<file path="config.mk">
export PLATFORM = sky130hd
export DESIGN_NAME = rmc_device_flat
export DESIGN_NICKNAME = d
export VERILOG_FILES = /design/src/include/rmc_pkg.sv /design/src/include/rmc_link_if.sv /design/src/rtl/rmc_device.sv /design/src/flat_wrapper.sv
export VERILOG_INCLUDE_DIRS = /design/src /design/src/include
export SDC_FILE = /design/constraint.sdc
export NUM_CORES = 1
export LEC_CHECK = 0
export BUFFER_PORTS_ARGS = -buffer_cell sky130_fd_sc_hd__buf_2
export CAP_MARGIN = 20
export CORE_ASPECT_RATIO = 0.8
export CORE_MARGIN = 2
export CORE_UTILIZATION = 45
export DETAILED_ROUTE_END_ITERATION = 6
export MAX_ROUTING_LAYER = met4
export PLACE_DENSITY = 0.73
export SYNTH_ARGS = -nofsm -noshare
export SYNTH_HDL_FRONTEND = slang
export SYNTH_SLANG_ARGS = --single-unit
</file>
<file path="constraint.sdc">
create_clock -name clock -period 7.3 [get_ports clock]
set_input_delay 1.095 -clock clock [delete_from_list [all_inputs] [get_ports clock]]
set_output_delay 1.095 -clock clock [all_outputs]
set_load 0.01 [all_outputs]
</file>
<file path="src/include/rmc_defs.svh">
// Link constants
`ifndef RMC_DEFS_SVH
`define RMC_DEFS_SVH
`define RMC_HDR        8'hff
`define RMC_SIZE       8'h02
`define RMC_ESC        8'hfe
`define RMC_ACK        8'h06
`define RMC_TRIG_V     8'h54
`define RMC_TRIG_S     8'h09
`define RMC_BANNER_S   8'h0a
`define RMC_CS_V       8'h56
`define RMC_CS_S       8'h0b
`define RMC_PWR_V      8'h58
`define RMC_PWR_S      8'h0d
`define RMC_WACK_V     8'h59
`define RMC_WACK_S     8'h0e
`define RMC_OFF        8'h00
`define RMC_ON         8'h01
`define RMC_TRIG_RST   8'h40
`define RMC_TRIG_MIN   8'h01
`define RMC_TRIG_MAX   8'hc0
`define RMC_BANNER_RST 8'h01
`define RMC_CS_RST     8'h01
`define RMC_PWR_RST    8'h00
`define RMC_WACK_RST   8'h01
`define RMC_PKT_TX_BIT 0
`define RMC_FIFO_W     8
`define RMC_FIFO_D     32
`define RMC_BANNER_LEN 2'h3
`define RMC_BANNER_TXT 32'h76310d0a
`endif

</file>
<file path="src/include/rmc_pkg.sv">
// Types shared by both ends of the configuration link
package rmc_pkg;
    typedef enum logic [9:0] {
        ST_BANNER   = 10'h001,
        ST_WAKE_ACK_SELECT  = 10'h002,
        ST_IDLE     = 10'h004,
        ST_SIZE     = 10'h008,
        ST_ESC_ADDR = 10'h010,
        ST_RADDR    = 10'h020,
        ST_VALUE    = 10'h040,
        ST_RSP_ACK  = 10'h080,
        ST_RSP_ADDR = 10'h100,
        ST_RSP_VAL  = 10'h200
    } rmc_dev_state_t;

    typedef enum logic [5:0] {
        HS_WAIT  = 6'h01,
        HS_IDLE  = 6'h02,
        HS_SEND  = 6'h04,
        HS_RACK  = 6'h08,
        HS_RADDR = 6'h10,
        HS_RVAL  = 6'h20
    } rmc_host_state_t;

    typedef struct packed {
        rmc_dev_state_t state;
        logic [7:0]     addr;
        logic [7:0]     rdata;
        logic [7:0]     tx_byte;
        logic [1:0]     bidx;
        logic [7:0]     trig;
        logic [7:0]     trig_s;
        logic [7:0]     banner_s;
        logic [7:0]     cs;
        logic [7:0]     cs_s;
        logic [7:0]     pwr;
        logic [7:0]     pwr_s;
        logic [7:0]     wack;
        logic [7:0]     wack_s;
        logic           tx_on;
        logic [7:0]     tx_left;
    } rmc_dev_t;

    typedef struct packed {
        rmc_host_state_t  state;
        logic [3:0][7:0]  seq;
        logic [1:0]       last;
        logic [1:0]       idx;
        logic             is_read;
        logic             rewait;
        logic [7:0]       rsp_data;
        logic             rsp_valid;
        logic [7:0]       rx_data;
        logic             rx_valid;
    } rmc_host_t;
endpackage

</file>
<file path="src/include/rmc_link_if.sv">
// Serial byte link between host and radio module
`timescale 1ns/1ps
`default_nettype none
interface rmc_link_if;
    logic [7:0] h2d_data;
    logic       h2d_valid;
    logic       h2d_ready;
    logic [7:0] d2h_data;
    logic       d2h_valid;
    logic       d2h_ready;
    modport dev  (input h2d_data, h2d_valid, d2h_ready,
                  output h2d_ready, d2h_data, d2h_valid);
    modport host (output h2d_data, h2d_valid, d2h_ready,
                  input h2d_ready, d2h_data, d2h_valid);
endinterface
`default_nettype wire

</file>
<file path="src/rtl/rmc_device.sv">
// Radio module end: command parser, settings, data FIFO, transmit trigger
//
// Contract
// - Transmit when buffer reaches trigger, 1..192; here the FIFO holds 32 bytes, so a trigger above 32 never starts one
// - Trigger resets to 64
// - Host should use 128 at top rate
// - Trigger is minimum; remainder goes next channel
// - Packet option bit 0 overrides trigger
// - Framed read and write with ACK reply; here only a read replies (ACK, address, value), a write gets none
// - Trigger at 0x54 and 0x09, same value
// - Banner setting only stored, at 0x0A
// - Banner 0 silent, 1 sends version message
// - Input discarded while banner is sent
// - Carrier sense: wait while channel busy
// - Carrier sense 0 off, 1 on, default on
// - Idle 0 awake, 1 sleep; radio awake only
// - Sleep disables all radio circuitry
// - Corrupt state on wake forces soft reboot
// - Wake acknowledge 0x06 after reset or wake
// - Wake acknowledge follows the banner message
// - Host holds traffic until wake acknowledge
// - Zero timeout: send all at trigger count
`include "rmc_defs.svh"
`timescale 1ns/1ps
`default_nettype none

////////////////////////////////////////////////////////////////////////////////
module rmc_fifo #(
    parameter int W = 8,
    parameter int D = 32
) (
    input  wire logic                   clock,
    input  wire logic                   rst_n,
    input  wire logic [W-1:0]           in_data,
    input  wire logic                   in_valid,
    output logic                        in_ready,
    output logic [W-1:0]                out_data,
    output logic                        out_valid,
    input  wire logic                   out_ready,
    output logic [$clog2(D):0]          count
);
    localparam int AW = $clog2(D);
    typedef struct packed {
        logic [D-1:0][W-1:0] mem;
        logic [AW-1:0]       wp;
        logic [AW-1:0]       rp;
        logic [AW:0]         cnt;
    } rmc_fifo_t;
    rmc_fifo_t r_reg, r_next;
    logic      wr;
    logic      rd;

    assign in_ready  = (r_reg.cnt != D[AW:0]);
    assign out_valid = (r_reg.cnt != '0);
    assign out_data  = r_reg.mem[r_reg.rp];
    assign count     = r_reg.cnt;

    always_comb begin
        r_next = r_reg;
        wr     = in_valid && in_ready;
        rd     = out_valid && out_ready;
        if (wr) begin
            r_next.mem[r_reg.wp] = in_data;
            r_next.wp            = r_reg.wp + 1'b1;
        end
        if (rd) begin
            r_next.rp = r_reg.rp + 1'b1;
        end
        r_next.cnt = r_reg.cnt + {{AW{1'b0}}, wr} - {{AW{1'b0}}, rd};
    end

    always_ff @(posedge clock) begin
        if (!rst_n) begin
            r_reg <= '0;
        end else begin
            r_reg <= r_next;
        end
    end
endmodule // rmc_fifo

////////////////////////////////////////////////////////////////////////////////
module rmc_device (
    input  wire logic       clock,
    input  wire logic       rst_n,
    rmc_link_if.dev         lk,
    input  wire logic [7:0] packet_option_reg,
    input  wire logic       pkt_flush,
    input  wire logic       channel_busy,
    input  wire logic       dwell_room,
    input  wire logic       state_corrupt,
    output logic [7:0]      radio_tx_data,
    output logic            radio_tx_valid,
    input  wire logic       radio_tx_ready,
    output logic            radio_enable,
    output logic            tx_active
);
    localparam rmc_pkg::rmc_dev_t NV_DEF = '{
        state: rmc_pkg::ST_IDLE, trig_s: `RMC_TRIG_RST, banner_s: `RMC_BANNER_RST,
        cs_s: `RMC_CS_RST, pwr_s: `RMC_PWR_RST, wack_s: `RMC_WACK_RST, default: '0};

    rmc_pkg::rmc_dev_t r_reg, r_next;
    logic [7:0]        fifo_in_data;
    logic              fifo_in_valid;
    logic              fifo_in_ready;
    logic              fifo_out_valid;
    logic              fifo_pop;
    logic [5:0]        fifo_count;
    logic              in_ok;
    logic              awake;
    logic              start_ok;

    function automatic logic [7:0] out_byte(input rmc_pkg::rmc_dev_t s);
        case (s.state)
            rmc_pkg::ST_BANNER:   out_byte = 8'(`RMC_BANNER_TXT >> {s.bidx ^ 2'h3, 3'h0});
            rmc_pkg::ST_RSP_ADDR: out_byte = s.addr;
            rmc_pkg::ST_RSP_VAL:  out_byte = s.rdata;
            default:              out_byte = `RMC_ACK;
        endcase
    endfunction

    // Reboot reloads working copies
    function automatic rmc_pkg::rmc_dev_t boot(input rmc_pkg::rmc_dev_t s);
        boot       = s;
        boot.trig  = s.trig_s;
        boot.cs    = s.cs_s;
        boot.pwr   = s.pwr_s;
        boot.wack  = s.wack_s;
        boot.bidx  = '0;
        boot.tx_on = 1'b0;
        boot.state = (s.banner_s == `RMC_ON) ? rmc_pkg::ST_BANNER : rmc_pkg::ST_WAKE_ACK_SELECT;
        boot.tx_byte = out_byte(boot);
    endfunction

    function automatic logic [7:0] rd_val(input rmc_pkg::rmc_dev_t s, input logic [7:0] a);
        if (a == `RMC_TRIG_V) rd_val = s.trig;
        else if (a == `RMC_TRIG_S) rd_val = s.trig_s;
        else if (a == `RMC_BANNER_S) rd_val = s.banner_s;
        else if (a == `RMC_CS_V) rd_val = s.cs;
        else if (a == `RMC_CS_S) rd_val = s.cs_s;
        else if (a == `RMC_PWR_V) rd_val = s.pwr;
        else if (a == `RMC_PWR_S) rd_val = s.pwr_s;
        else if (a == `RMC_WACK_V) rd_val = s.wack;
        else if (a == `RMC_WACK_S) rd_val = s.wack_s;
        else rd_val = 8'h00;
    endfunction

    rmc_fifo #(.W(`RMC_FIFO_W), .D(`RMC_FIFO_D)) u_fifo (
        .clock     (clock),
        .rst_n     (rst_n),
        .in_data   (fifo_in_data),
        .in_valid  (fifo_in_valid),
        .in_ready  (fifo_in_ready),
        .out_data  (radio_tx_data),
        .out_valid (fifo_out_valid),
        .out_ready (fifo_pop),
        .count     (fifo_count)
    );

    assign awake        = (r_reg.pwr == `RMC_OFF);
    assign radio_enable = awake;
    assign tx_active    = r_reg.tx_on;
    assign fifo_in_data = lk.h2d_data;
    assign lk.d2h_data  = r_reg.tx_byte;

    ////////////////////////////////////////////////////////////////////////////
    always_comb begin
        lk.d2h_valid = (r_reg.state == rmc_pkg::ST_BANNER) ||
                       (r_reg.state == rmc_pkg::ST_RSP_ACK) ||
                       (r_reg.state == rmc_pkg::ST_RSP_ADDR) ||
                       (r_reg.state == rmc_pkg::ST_RSP_VAL) ||
                       (r_reg.state == rmc_pkg::ST_WAKE_ACK_SELECT && r_reg.wack == `RMC_ON);
        case (r_reg.state)
            rmc_pkg::ST_IDLE:     lk.h2d_ready = (lk.h2d_data == `RMC_HDR) || fifo_in_ready;
            rmc_pkg::ST_RSP_ACK,
            rmc_pkg::ST_RSP_ADDR,
            rmc_pkg::ST_RSP_VAL:  lk.h2d_ready = 1'b0;
            default:              lk.h2d_ready = 1'b1;
        endcase
        in_ok          = lk.h2d_valid && lk.h2d_ready;
        fifo_in_valid  = lk.h2d_valid && (r_reg.state == rmc_pkg::ST_IDLE) &&
                         (lk.h2d_data != `RMC_HDR);
        radio_tx_valid = r_reg.tx_on && awake && dwell_room && fifo_out_valid;
        fifo_pop       = radio_tx_valid && radio_tx_ready;
        // Trigger level, or flush under packet option
        start_ok = awake && !r_reg.tx_on && (fifo_count != '0) &&
                   (packet_option_reg[`RMC_PKT_TX_BIT] ? pkt_flush :
                    ({2'b00, fifo_count} >= r_reg.trig)) &&
                   !(r_reg.cs == `RMC_ON && channel_busy);
    end

    ////////////////////////////////////////////////////////////////////////////
    always_comb begin
        r_next = r_reg;
        case (r_reg.state)
            rmc_pkg::ST_BANNER: begin
                if (lk.d2h_ready) begin
                    r_next.bidx = r_reg.bidx + 2'h1;
                    if (r_reg.bidx == `RMC_BANNER_LEN) begin
                        r_next.state = rmc_pkg::ST_WAKE_ACK_SELECT;
                    end
                end
            end
            rmc_pkg::ST_WAKE_ACK_SELECT: begin
                if (r_reg.wack != `RMC_ON || lk.d2h_ready) begin
                    r_next.state = rmc_pkg::ST_IDLE;
                end
            end
            rmc_pkg::ST_IDLE: begin
                if (in_ok && lk.h2d_data == `RMC_HDR) begin
                    r_next.state = rmc_pkg::ST_SIZE;
                end
            end
            rmc_pkg::ST_SIZE: begin
                if (in_ok) begin
                    r_next.state = (lk.h2d_data == `RMC_SIZE) ? rmc_pkg::ST_ESC_ADDR
                                                               : rmc_pkg::ST_IDLE;
                end
            end
            rmc_pkg::ST_ESC_ADDR: begin
                if (in_ok) begin
                    r_next.addr  = lk.h2d_data;
                    r_next.state = (lk.h2d_data == `RMC_ESC) ? rmc_pkg::ST_RADDR
                                                              : rmc_pkg::ST_VALUE;
                end
            end
            rmc_pkg::ST_RADDR: begin
                if (in_ok) begin
                    r_next.addr  = lk.h2d_data;
                    r_next.rdata = rd_val(r_reg, lk.h2d_data);
                    r_next.state = rmc_pkg::ST_RSP_ACK;
                end
            end
            rmc_pkg::ST_VALUE: begin
                if (in_ok) begin
                    r_next.state = rmc_pkg::ST_IDLE;
                    if (r_reg.addr == `RMC_TRIG_V || r_reg.addr == `RMC_TRIG_S) begin
                        if (lk.h2d_data >= `RMC_TRIG_MIN && lk.h2d_data <= `RMC_TRIG_MAX) begin
                            r_next.trig   = lk.h2d_data;
                            r_next.trig_s = lk.h2d_data;
                        end
                    end else if (r_reg.addr == `RMC_BANNER_S) begin
                        r_next.banner_s = lk.h2d_data;
                    end else if (r_reg.addr == `RMC_CS_V) begin
                        r_next.cs = lk.h2d_data;
                    end else if (r_reg.addr == `RMC_CS_S) begin
                        r_next.cs_s = lk.h2d_data;
                    end else if (r_reg.addr == `RMC_PWR_V) begin
                        r_next.pwr = lk.h2d_data;
                        if (!awake && lk.h2d_data == `RMC_OFF) begin
                            r_next.state = rmc_pkg::ST_WAKE_ACK_SELECT;
                        end
                    end else if (r_reg.addr == `RMC_PWR_S) begin
                        r_next.pwr_s = lk.h2d_data;
                    end else if (r_reg.addr == `RMC_WACK_V) begin
                        r_next.wack = lk.h2d_data;
                    end else if (r_reg.addr == `RMC_WACK_S) begin
                        r_next.wack_s = lk.h2d_data;
                    end
                end
            end
            rmc_pkg::ST_RSP_ACK: begin
                if (lk.d2h_ready) r_next.state = rmc_pkg::ST_RSP_ADDR;
            end
            rmc_pkg::ST_RSP_ADDR: begin
                if (lk.d2h_ready) r_next.state = rmc_pkg::ST_RSP_VAL;
            end
            rmc_pkg::ST_RSP_VAL: begin
                if (lk.d2h_ready) r_next.state = rmc_pkg::ST_IDLE;
            end
            default: r_next.state = rmc_pkg::ST_IDLE;
        endcase

        // Burst length fixed at start; dwell end pauses it
        if (start_ok) begin
            r_next.tx_on   = 1'b1;
            r_next.tx_left = {2'b00, fifo_count};
        end else if (fifo_pop) begin
            r_next.tx_left = r_reg.tx_left - 8'h01;
            if (r_reg.tx_left == 8'h01) r_next.tx_on = 1'b0;
        end

        r_next.tx_byte = out_byte(r_next);
        if (r_reg.state == rmc_pkg::ST_VALUE && r_next.state == rmc_pkg::ST_WAKE_ACK_SELECT &&
            state_corrupt) begin
            r_next = boot(r_reg);
        end
    end

    always_ff @(posedge clock) begin
        if (!rst_n) begin
            r_reg <= boot(NV_DEF);
        end else begin
            r_reg <= r_next;
        end
    end
endmodule // rmc_device
`default_nettype wire

</file>
<file path="src/flat_wrapper.sv">
// flat-port wrapper written by rule: the top's interface ports become plain ports
module rmc_device_flat 
  (clock, rst_n, packet_option_reg, pkt_flush, channel_busy, dwell_room, state_corrupt, radio_tx_data, radio_tx_valid, radio_tx_ready, radio_enable, tx_active, lk_h2d_data, lk_h2d_valid, lk_d2h_ready, lk_h2d_ready, lk_d2h_data, lk_d2h_valid);
  rmc_link_if lk_i ();
  input  wire logic clock;
  input  wire logic rst_n;
  input  wire logic [7:0] packet_option_reg;
  input  wire logic pkt_flush;
  input  wire logic channel_busy;
  input  wire logic dwell_room;
  input  wire logic state_corrupt;
  output logic [7:0] radio_tx_data;
  output logic radio_tx_valid;
  input  wire logic radio_tx_ready;
  output logic radio_enable;
  output logic tx_active;
  input wire logic [$bits(lk_i.h2d_data)-1:0] lk_h2d_data;
  input wire logic [$bits(lk_i.h2d_valid)-1:0] lk_h2d_valid;
  input wire logic [$bits(lk_i.d2h_ready)-1:0] lk_d2h_ready;
  output wire logic [$bits(lk_i.h2d_ready)-1:0] lk_h2d_ready;
  output wire logic [$bits(lk_i.d2h_data)-1:0] lk_d2h_data;
  output wire logic [$bits(lk_i.d2h_valid)-1:0] lk_d2h_valid;
  assign lk_i.h2d_data = lk_h2d_data;
  assign lk_i.h2d_valid = lk_h2d_valid;
  assign lk_i.d2h_ready = lk_d2h_ready;
  assign lk_h2d_ready = lk_i.h2d_ready;
  assign lk_d2h_data = lk_i.d2h_data;
  assign lk_d2h_valid = lk_i.d2h_valid;
  rmc_device u_core (.clock(clock), .rst_n(rst_n), .lk(lk_i), .packet_option_reg(packet_option_reg), .pkt_flush(pkt_flush), .channel_busy(channel_busy), .dwell_room(dwell_room), .state_corrupt(state_corrupt), .radio_tx_data(radio_tx_data), .radio_tx_valid(radio_tx_valid), .radio_tx_ready(radio_tx_ready), .radio_enable(radio_enable), .tx_active(tx_active));
endmodule
</file>
# Word level (Yosys, flattened, before mapping)

Cells that the tools add are included.

Flip-flop bits (word level): 389
Input port bits: 25
Output and inout port bits: 21

Shift-type cells: 1
Order comparisons: 6
Reduce and logical (&&, ||, !) cells: 56
$add $sub $neg: 6
Bitwise gates (word level): 10
Equality and inequality tests: 52
Mux-type cells: 65

Operators by type and width:

| kind                                                                    | count |
|---|---|
| 256-bit bitwise mux                                                     | 1 |
| 8-bit 2-to-1 mux                                                        | 20 |
| 72-bit 2-to-1 mux                                                       | 2 |
| 10-bit 2-to-1 mux                                                       | 13 |
| 117-bit 2-to-1 mux                                                      | 1 |
| 10-bit case mux with 10 select lines                                    | 1 |
| 8-bit by 4-bit equality test with 1-bit output (second input constant)  | 10 |
| 8-bit by 7-bit equality test with 1-bit output (second input constant)  | 8 |
| 56-bit 2-to-1 mux                                                       | 1 |
| 16-bit 2-to-1 mux                                                       | 3 |
| 48-bit 2-to-1 mux                                                       | 1 |
| 8-bit case mux with 3 select lines                                      | 2 |
| 8-bit binary-select mux with 5-bit select                               | 1 |
| 8-bit demux with 5-bit select                                           | 1 |
| 40-bit 2-to-1 mux                                                       | 1 |
| 8-bit by 1-bit equality test with 1-bit output (second input constant)  | 4 |
| 32-bit 2-to-1 mux                                                       | 1 |
| 31-bit by 5-bit >> shifter with 8-bit output (first input constant)     | 1 |
| 10-bit by 1-bit equality test with 1-bit output (second input constant) | 3 |
| 10-bit equality test (second input constant)                            | 3 |
| 10-bit by 9-bit equality test with 1-bit output (second input constant) | 3 |
| 26-bit 2-to-1 mux                                                       | 1 |
| 24-bit 2-to-1 mux                                                       | 1 |
| 1-bit logical AND                                                       | 21 |
| 48 further kinds                                                        | 92 |

# Longest topological paths before layout

Word-level depth: 17
Gate-level depth with buffers: 18

# Hierarchy

From an unflattened synthesis, not the netlist that was laid out.

Cells, all modules: 1972
Area total of the unflattened synthesis: 18212.5 um2

Modules (own cells, without submodules):

| module     | cells each | times used | area an instance (um2) |
|---|---|---|---|
| rmc_fifo   | 1188       | 1          | 11753.8 |
| rmc_device | 784        | 1          | 6458.7 |

# Least setup slack after synthesis

Ideal clock, no wire load.

Kind: reg-to-output
Start point: reg u_core.u_fifo.r_reg[6] in the netlist's numbering
End point: out radio_tx_data[7]
Required time: 6.205 ns
Path slack: 3.754 ns
Cell stages (with the launch flop): 6
Arrival time: 2.451 ns
Cell sequence: dfxtp_1 -> buf_2 -> buf_1 -> mux4_2 -> mux4_2 -> mux2_2

Cells in the longest elaborated chain, start to end: 2

RTL lines:

| element                                   | line               | text |
|---|---|---|
| from (decl)                               | rmc_device.sv:49   | `rmc_fifo_t r_reg, r_next;` |
| from (signal assigned)                    | rmc_device.sv:76   | `r_reg <= r_next;` |
| 8-bit binary-select mux with 5-bit select | rmc_device.sv:55   | `assign out_data = r_reg.mem[r_reg.rp];` |
| 8-bit 2-to-1 mux (not written as such)    | rmc_device.sv:55   |  |
| to (decl)                                 | flat_wrapper.sv:12 | `output logic [7:0] radio_tx_data;` |

No other way between the ends. The select of a mux whose other input is x is not followed.

# Worst setup path after layout

Same ends and word-level chain as after synthesis.

==> run summary <==
The flow ran to the end, and the final reports show no timing, DRC or antenna violations. In this run, distinct cell masters in the synthesized netlist total 75. The overall die area is 0.0429 mm^2, and the max-slew headroom at the worst pin is 21.9%. The post-synth net total is 2124, and the number of endpoints with negative hold slack in the final report is 0. The detailed router placed 15607 vias in this run.

In the post-synthesis netlist, the biggest area contributors are sky130_fd_sc_hd__dfxtp_1 (42%), sky130_fd_sc_hd__mux4_2 (9.7%), sky130_fd_sc_hd__mux2i_1 (7.3%). TritonCTS built the clock tree. The critical-path maximum fanout is 41. For the final database, setup skew stands at 0.0148 ns. Setup repair after global routing left no endpoint under its margin. The count of input and output buffers came out at 38. In this run the horizontal extent of the chip is 231 um. After routing the design area is 0.0202 mm^2. The synthesized design contains 0 enable-type register cells. The period utilization is 64.9%, and the slew at the pin with the worst max-slew slack is 1.17 ns. The tools report the number of antenna violations at the first check in global routing as 0.

Grouping stages by cell kind, the critical path spends the most delay in multiplexers. Clock-pin slew was measured on the worst setup and hold paths at 0.06 ns. Global routing used 36.2% of the available met2 tracks.

Area fraction in compound gates after synthesis: 13.6%. The main flop type after synthesis is sky130_fd_sc_hd__dfxtp_1. In this design, the stage delay of the slowest critical-path cell is 0.89 ns. The minimum clock period works out to 4.73 ns. Type of element capturing the critical path: an output port. After synthesis, the largest family of logic cells by area is simple AND/OR/NAND/NOR gates. The post-cts resize count is 0. Summed over all instances, the cell type with the most area after synthesis is sky130_fd_sc_hd__dfxtp_1. Counting both buffers and inverters, the worst setup path holds a total of 2.

The leftover overflow at the end of global routing was 0; the power after layout was 4540 uW. For the worst-skew pair later-pin latency, the log shows 0.57 ns. Via count of the first global-routing pass: 14396. The most common cell in the synthesized netlist is sky130_fd_sc_hd__dfxtp_1. Walking the worst path, the cells encountered are buf_4 -> mux4_2 -> mux4_2 -> mux2_2 -> buf_2. For this block, the initial DRC count from the detailed router was 1544. The flip-flop count of the largest register, all copies and words added was 266; the deepest level of the CTS H-tree was 2. Buffers inserted during clock tree synthesis total 42. The logs give 6 for the first-pass detailed-route iteration total and 2074 for the count of mapped cells out of synthesis. The max-slew violation count was 0; the setup total negative slack was 0 ns.

Of all flip-flops after synthesis, the portion carrying an async set or reset was 0%. Of the post-synthesis cell area, the dominant cell type holds 42.0%. In the global route stage, met1 resource usage came out at 33.6%. Adder-cell area share of the yosys netlist: 1.73%. For met3 alone, demand over resource in global routing was 3.71%.

The run gives 0 as the number of setup violations in the final report. The tools report the number of hold buffers added after cts as 0. The synthesized cell area came out at 0.0185 mm^2. In this run the power density over the cells is 224 mW/mm^2.

The synthesized area per cell was 8.94 um^2. The critical path is of the reg -> out type. Critical path's slowest cell: sky130_fd_sc_hd__dfxtp_4. Post-detailed-placement half-perimeter wirelength: 31.8 mm. The most frequent cell on the critical path is sky130_fd_sc_hd__mux4_2. Data on the critical path arrives at its endpoint at 3.64 ns.

STA classifies the critical path startpoint as a flip-flop. The count of nets left with antenna violations once routing finished came out at 0. The path class of the tightest hold or removal check is reg -> reg. The post-synthesis share of cell area spent on and, or, nand and nor gates was 18.9%; the area of the core was 0.0406 mm^2. The tool flagged a number of max-cap violations equal to 0. The share of cell area taken by muxes after synthesis is 17.6%, and the static power due to leakage is 0.00677 uW. The area added between synthesis and finish was 9.08%. The proportion of synthesized chip area in sequential cells is 42.0%, and the final antenna diode count is 0. In this run, synthesis produced a sequential element count of 389. For this run, the post-layout net count is 2052.

The initial utilization of the core area, before any placement, comes to 45.6%. The tree is rooted in a sky130_fd_sc_hd__clkbuf_16. In this run the vertical extent of the chip is 186 um. The tools report the count of clock tree sinks as 389.

In the synthesized netlist, the cells that appear most often are sky130_fd_sc_hd__dfxtp_1 (389), sky130_fd_sc_hd__nand2_1 (286), sky130_fd_sc_hd__a21oi_1 (242). The aggregate global-route resource usage is 24.0%, and the setup fix buffers added after clock tree synthesis is 0. The data required time at the worst endpoint was 6.20 ns; the fraction of final layout cells with drive strength greater than 1 was 13.0%. The logs give 0.922 for the final weighted congestion in routability-driven placement and 46 for the number of ports placed on the die boundary. VDD sags by at most 0.132 mV. For this run, the top clock speed supported by timing is 211 MHz. Entering global routing, the biggest net connects 139 pins. The logs give 79.8 mm for the wire length of the first global-routing pass and 3 for the maximum number of buffers from clock root to sink. During synthesis, Yosys emitted a total of 0 warnings. The tools report the number of cell rows as 66.

The busiest layer in global routing was met2. In the final routed layout, each cell accounts on average for 19.7 um. The run gives 0 as the DRC violation count after routing.

Using the TritonRoute via totals, the vias-per-cell ratio works out to 6.05. The wire length after detailed routing came out at 50.8 mm. The parity-gate share of the synthesized area counting xor and xnor cells is 1.13%. Once placement finished, the instance area stood at 0.0188 mm^2.
where the power goes:
part / leakage, uW / total, uW / internal, uW / switching (uW)
logic: 0.00297 / 307 / 105 / 202
registers: 0.00314 / 2170 / 2140 / 26.3
clock network: 0.000654 / 2060 / 1190 / 874
cell families (layout without fill, tap and decap cells):
| kind of cell | Yosys count | count (layout) |
|---|---|---|
| muxes | 224 | 224 |
| adders and majority gates | 25 | 25 |
| DFF | 389 | 389 |
| AOI/OAI and AO/OA | 447 | 447 |
| and+or+nand+nor | 747 | 747 |
| buffers and inverters | 218 | 180 |
| xor gates and xnor gates | 24 | 24 |
metal layers:
metal  routed length (um)  share of wire (%)
met1                22500                 44
met2                23000                 45
met3                 4200                8.3
met4                 1080                2.1
met5                    0                  0
through the flow:
step           cells  hold slack (ns)  util [%]  setup WS (ns)
6_report        2580            0.452      49.8           2.57
2_1_floorplan   2074            0.433         -           3.75
4_1_cts         2572            0.452      49.6           2.46
3_3_place_gp    2494            0.439      46.3           2.65
5_1_grt         2580            0.466      49.8           2.32
3_5_place_dp    2494            0.444      46.3           2.54
layout make-up:
| cell class | instances | area [um^2] |
|---|---|---|
| Sequential cell | 389 | 7790 |
| Clock inverter | 13 | 111 |
| Tap cell | 544 | 681 |
| Timing Repair Buffer | 67 | 442 |
| Clock buffer | 65 | 1220 |
| Fill cell | 3724 | 20400 |
| Multi-Input combinational cell | 1467 | 9840 |
| Inverter | 35 | 139 |
placed cells by master (no fill, tap or decap), types with 34 or more instances in the layout:
cell | netlist | layout
sky130_fd_sc_hd__a21oi_1 | 242 | 242
sky130_fd_sc_hd__buf_2 | 42 | 40
sky130_fd_sc_hd__clkbuf_16 | 0 | 42
sky130_fd_sc_hd__dfxtp_1 | 389 | 387
sky130_fd_sc_hd__inv_1 | 35 | 34
sky130_fd_sc_hd__mux2i_1 | 135 | 135
sky130_fd_sc_hd__mux4_2 | 80 | 80
sky130_fd_sc_hd__nand2_1 | 286 | 286
sky130_fd_sc_hd__nand3_1 | 148 | 148
sky130_fd_sc_hd__nor2_1 | 174 | 174
sky130_fd_sc_hd__o21ai_0 | 91 | 91
worst reg2reg max path, stage by stage (launching register included):
cell,delay [ns]
sky130_fd_sc_hd__dfxtp_1,0.34
sky130_fd_sc_hd__or4_1,0.70
sky130_fd_sc_hd__nor4_1,0.46
sky130_fd_sc_hd__nand2_1,0.29
sky130_fd_sc_hd__inv_1,0.42
sky130_fd_sc_hd__ha_1,0.32
sky130_fd_sc_hd__inv_1,0.05
sky130_fd_sc_hd__ha_1,0.16
sky130_fd_sc_hd__inv_1,0.06
sky130_fd_sc_hd__fa_1,0.43
sky130_fd_sc_hd__inv_1,0.09
sky130_fd_sc_hd__a21oi_1,0.07
sky130_fd_sc_hd__nor2_1,0.09
sky130_fd_sc_hd__nor2_1,0.06
sky130_fd_sc_hd__xor2_1,0.13
sky130_fd_sc_hd__nor2_1,0.05
final timing paths:
kind / start / endpoint / slack (ns) / cells past startpoint
worst min-delay path: u_core.u_fifo.r_reg[40]$_SDFFE_PN0P_ / u_core.u_fifo.r_reg[40]$_SDFFE_PN0P_ / 0.45 / 2
worst min register to register: u_core.u_fifo.r_reg[40]$_SDFFE_PN0P_ / u_core.u_fifo.r_reg[40]$_SDFFE_PN0P_ / 0.45 / 2
worst max register to register: u_core.r_reg[33]$_SDFFE_PN0P_ / u_core.u_fifo.count[4]$_SDFF_PN0_ / 3.42 / 15
worst max-delay path: u_core.u_fifo.r_reg[6]$_SDFFE_PN0P_ / radio_tx_data[7] / 2.57 / 5
No activity file was read; power rests on OpenSTA's default activity.
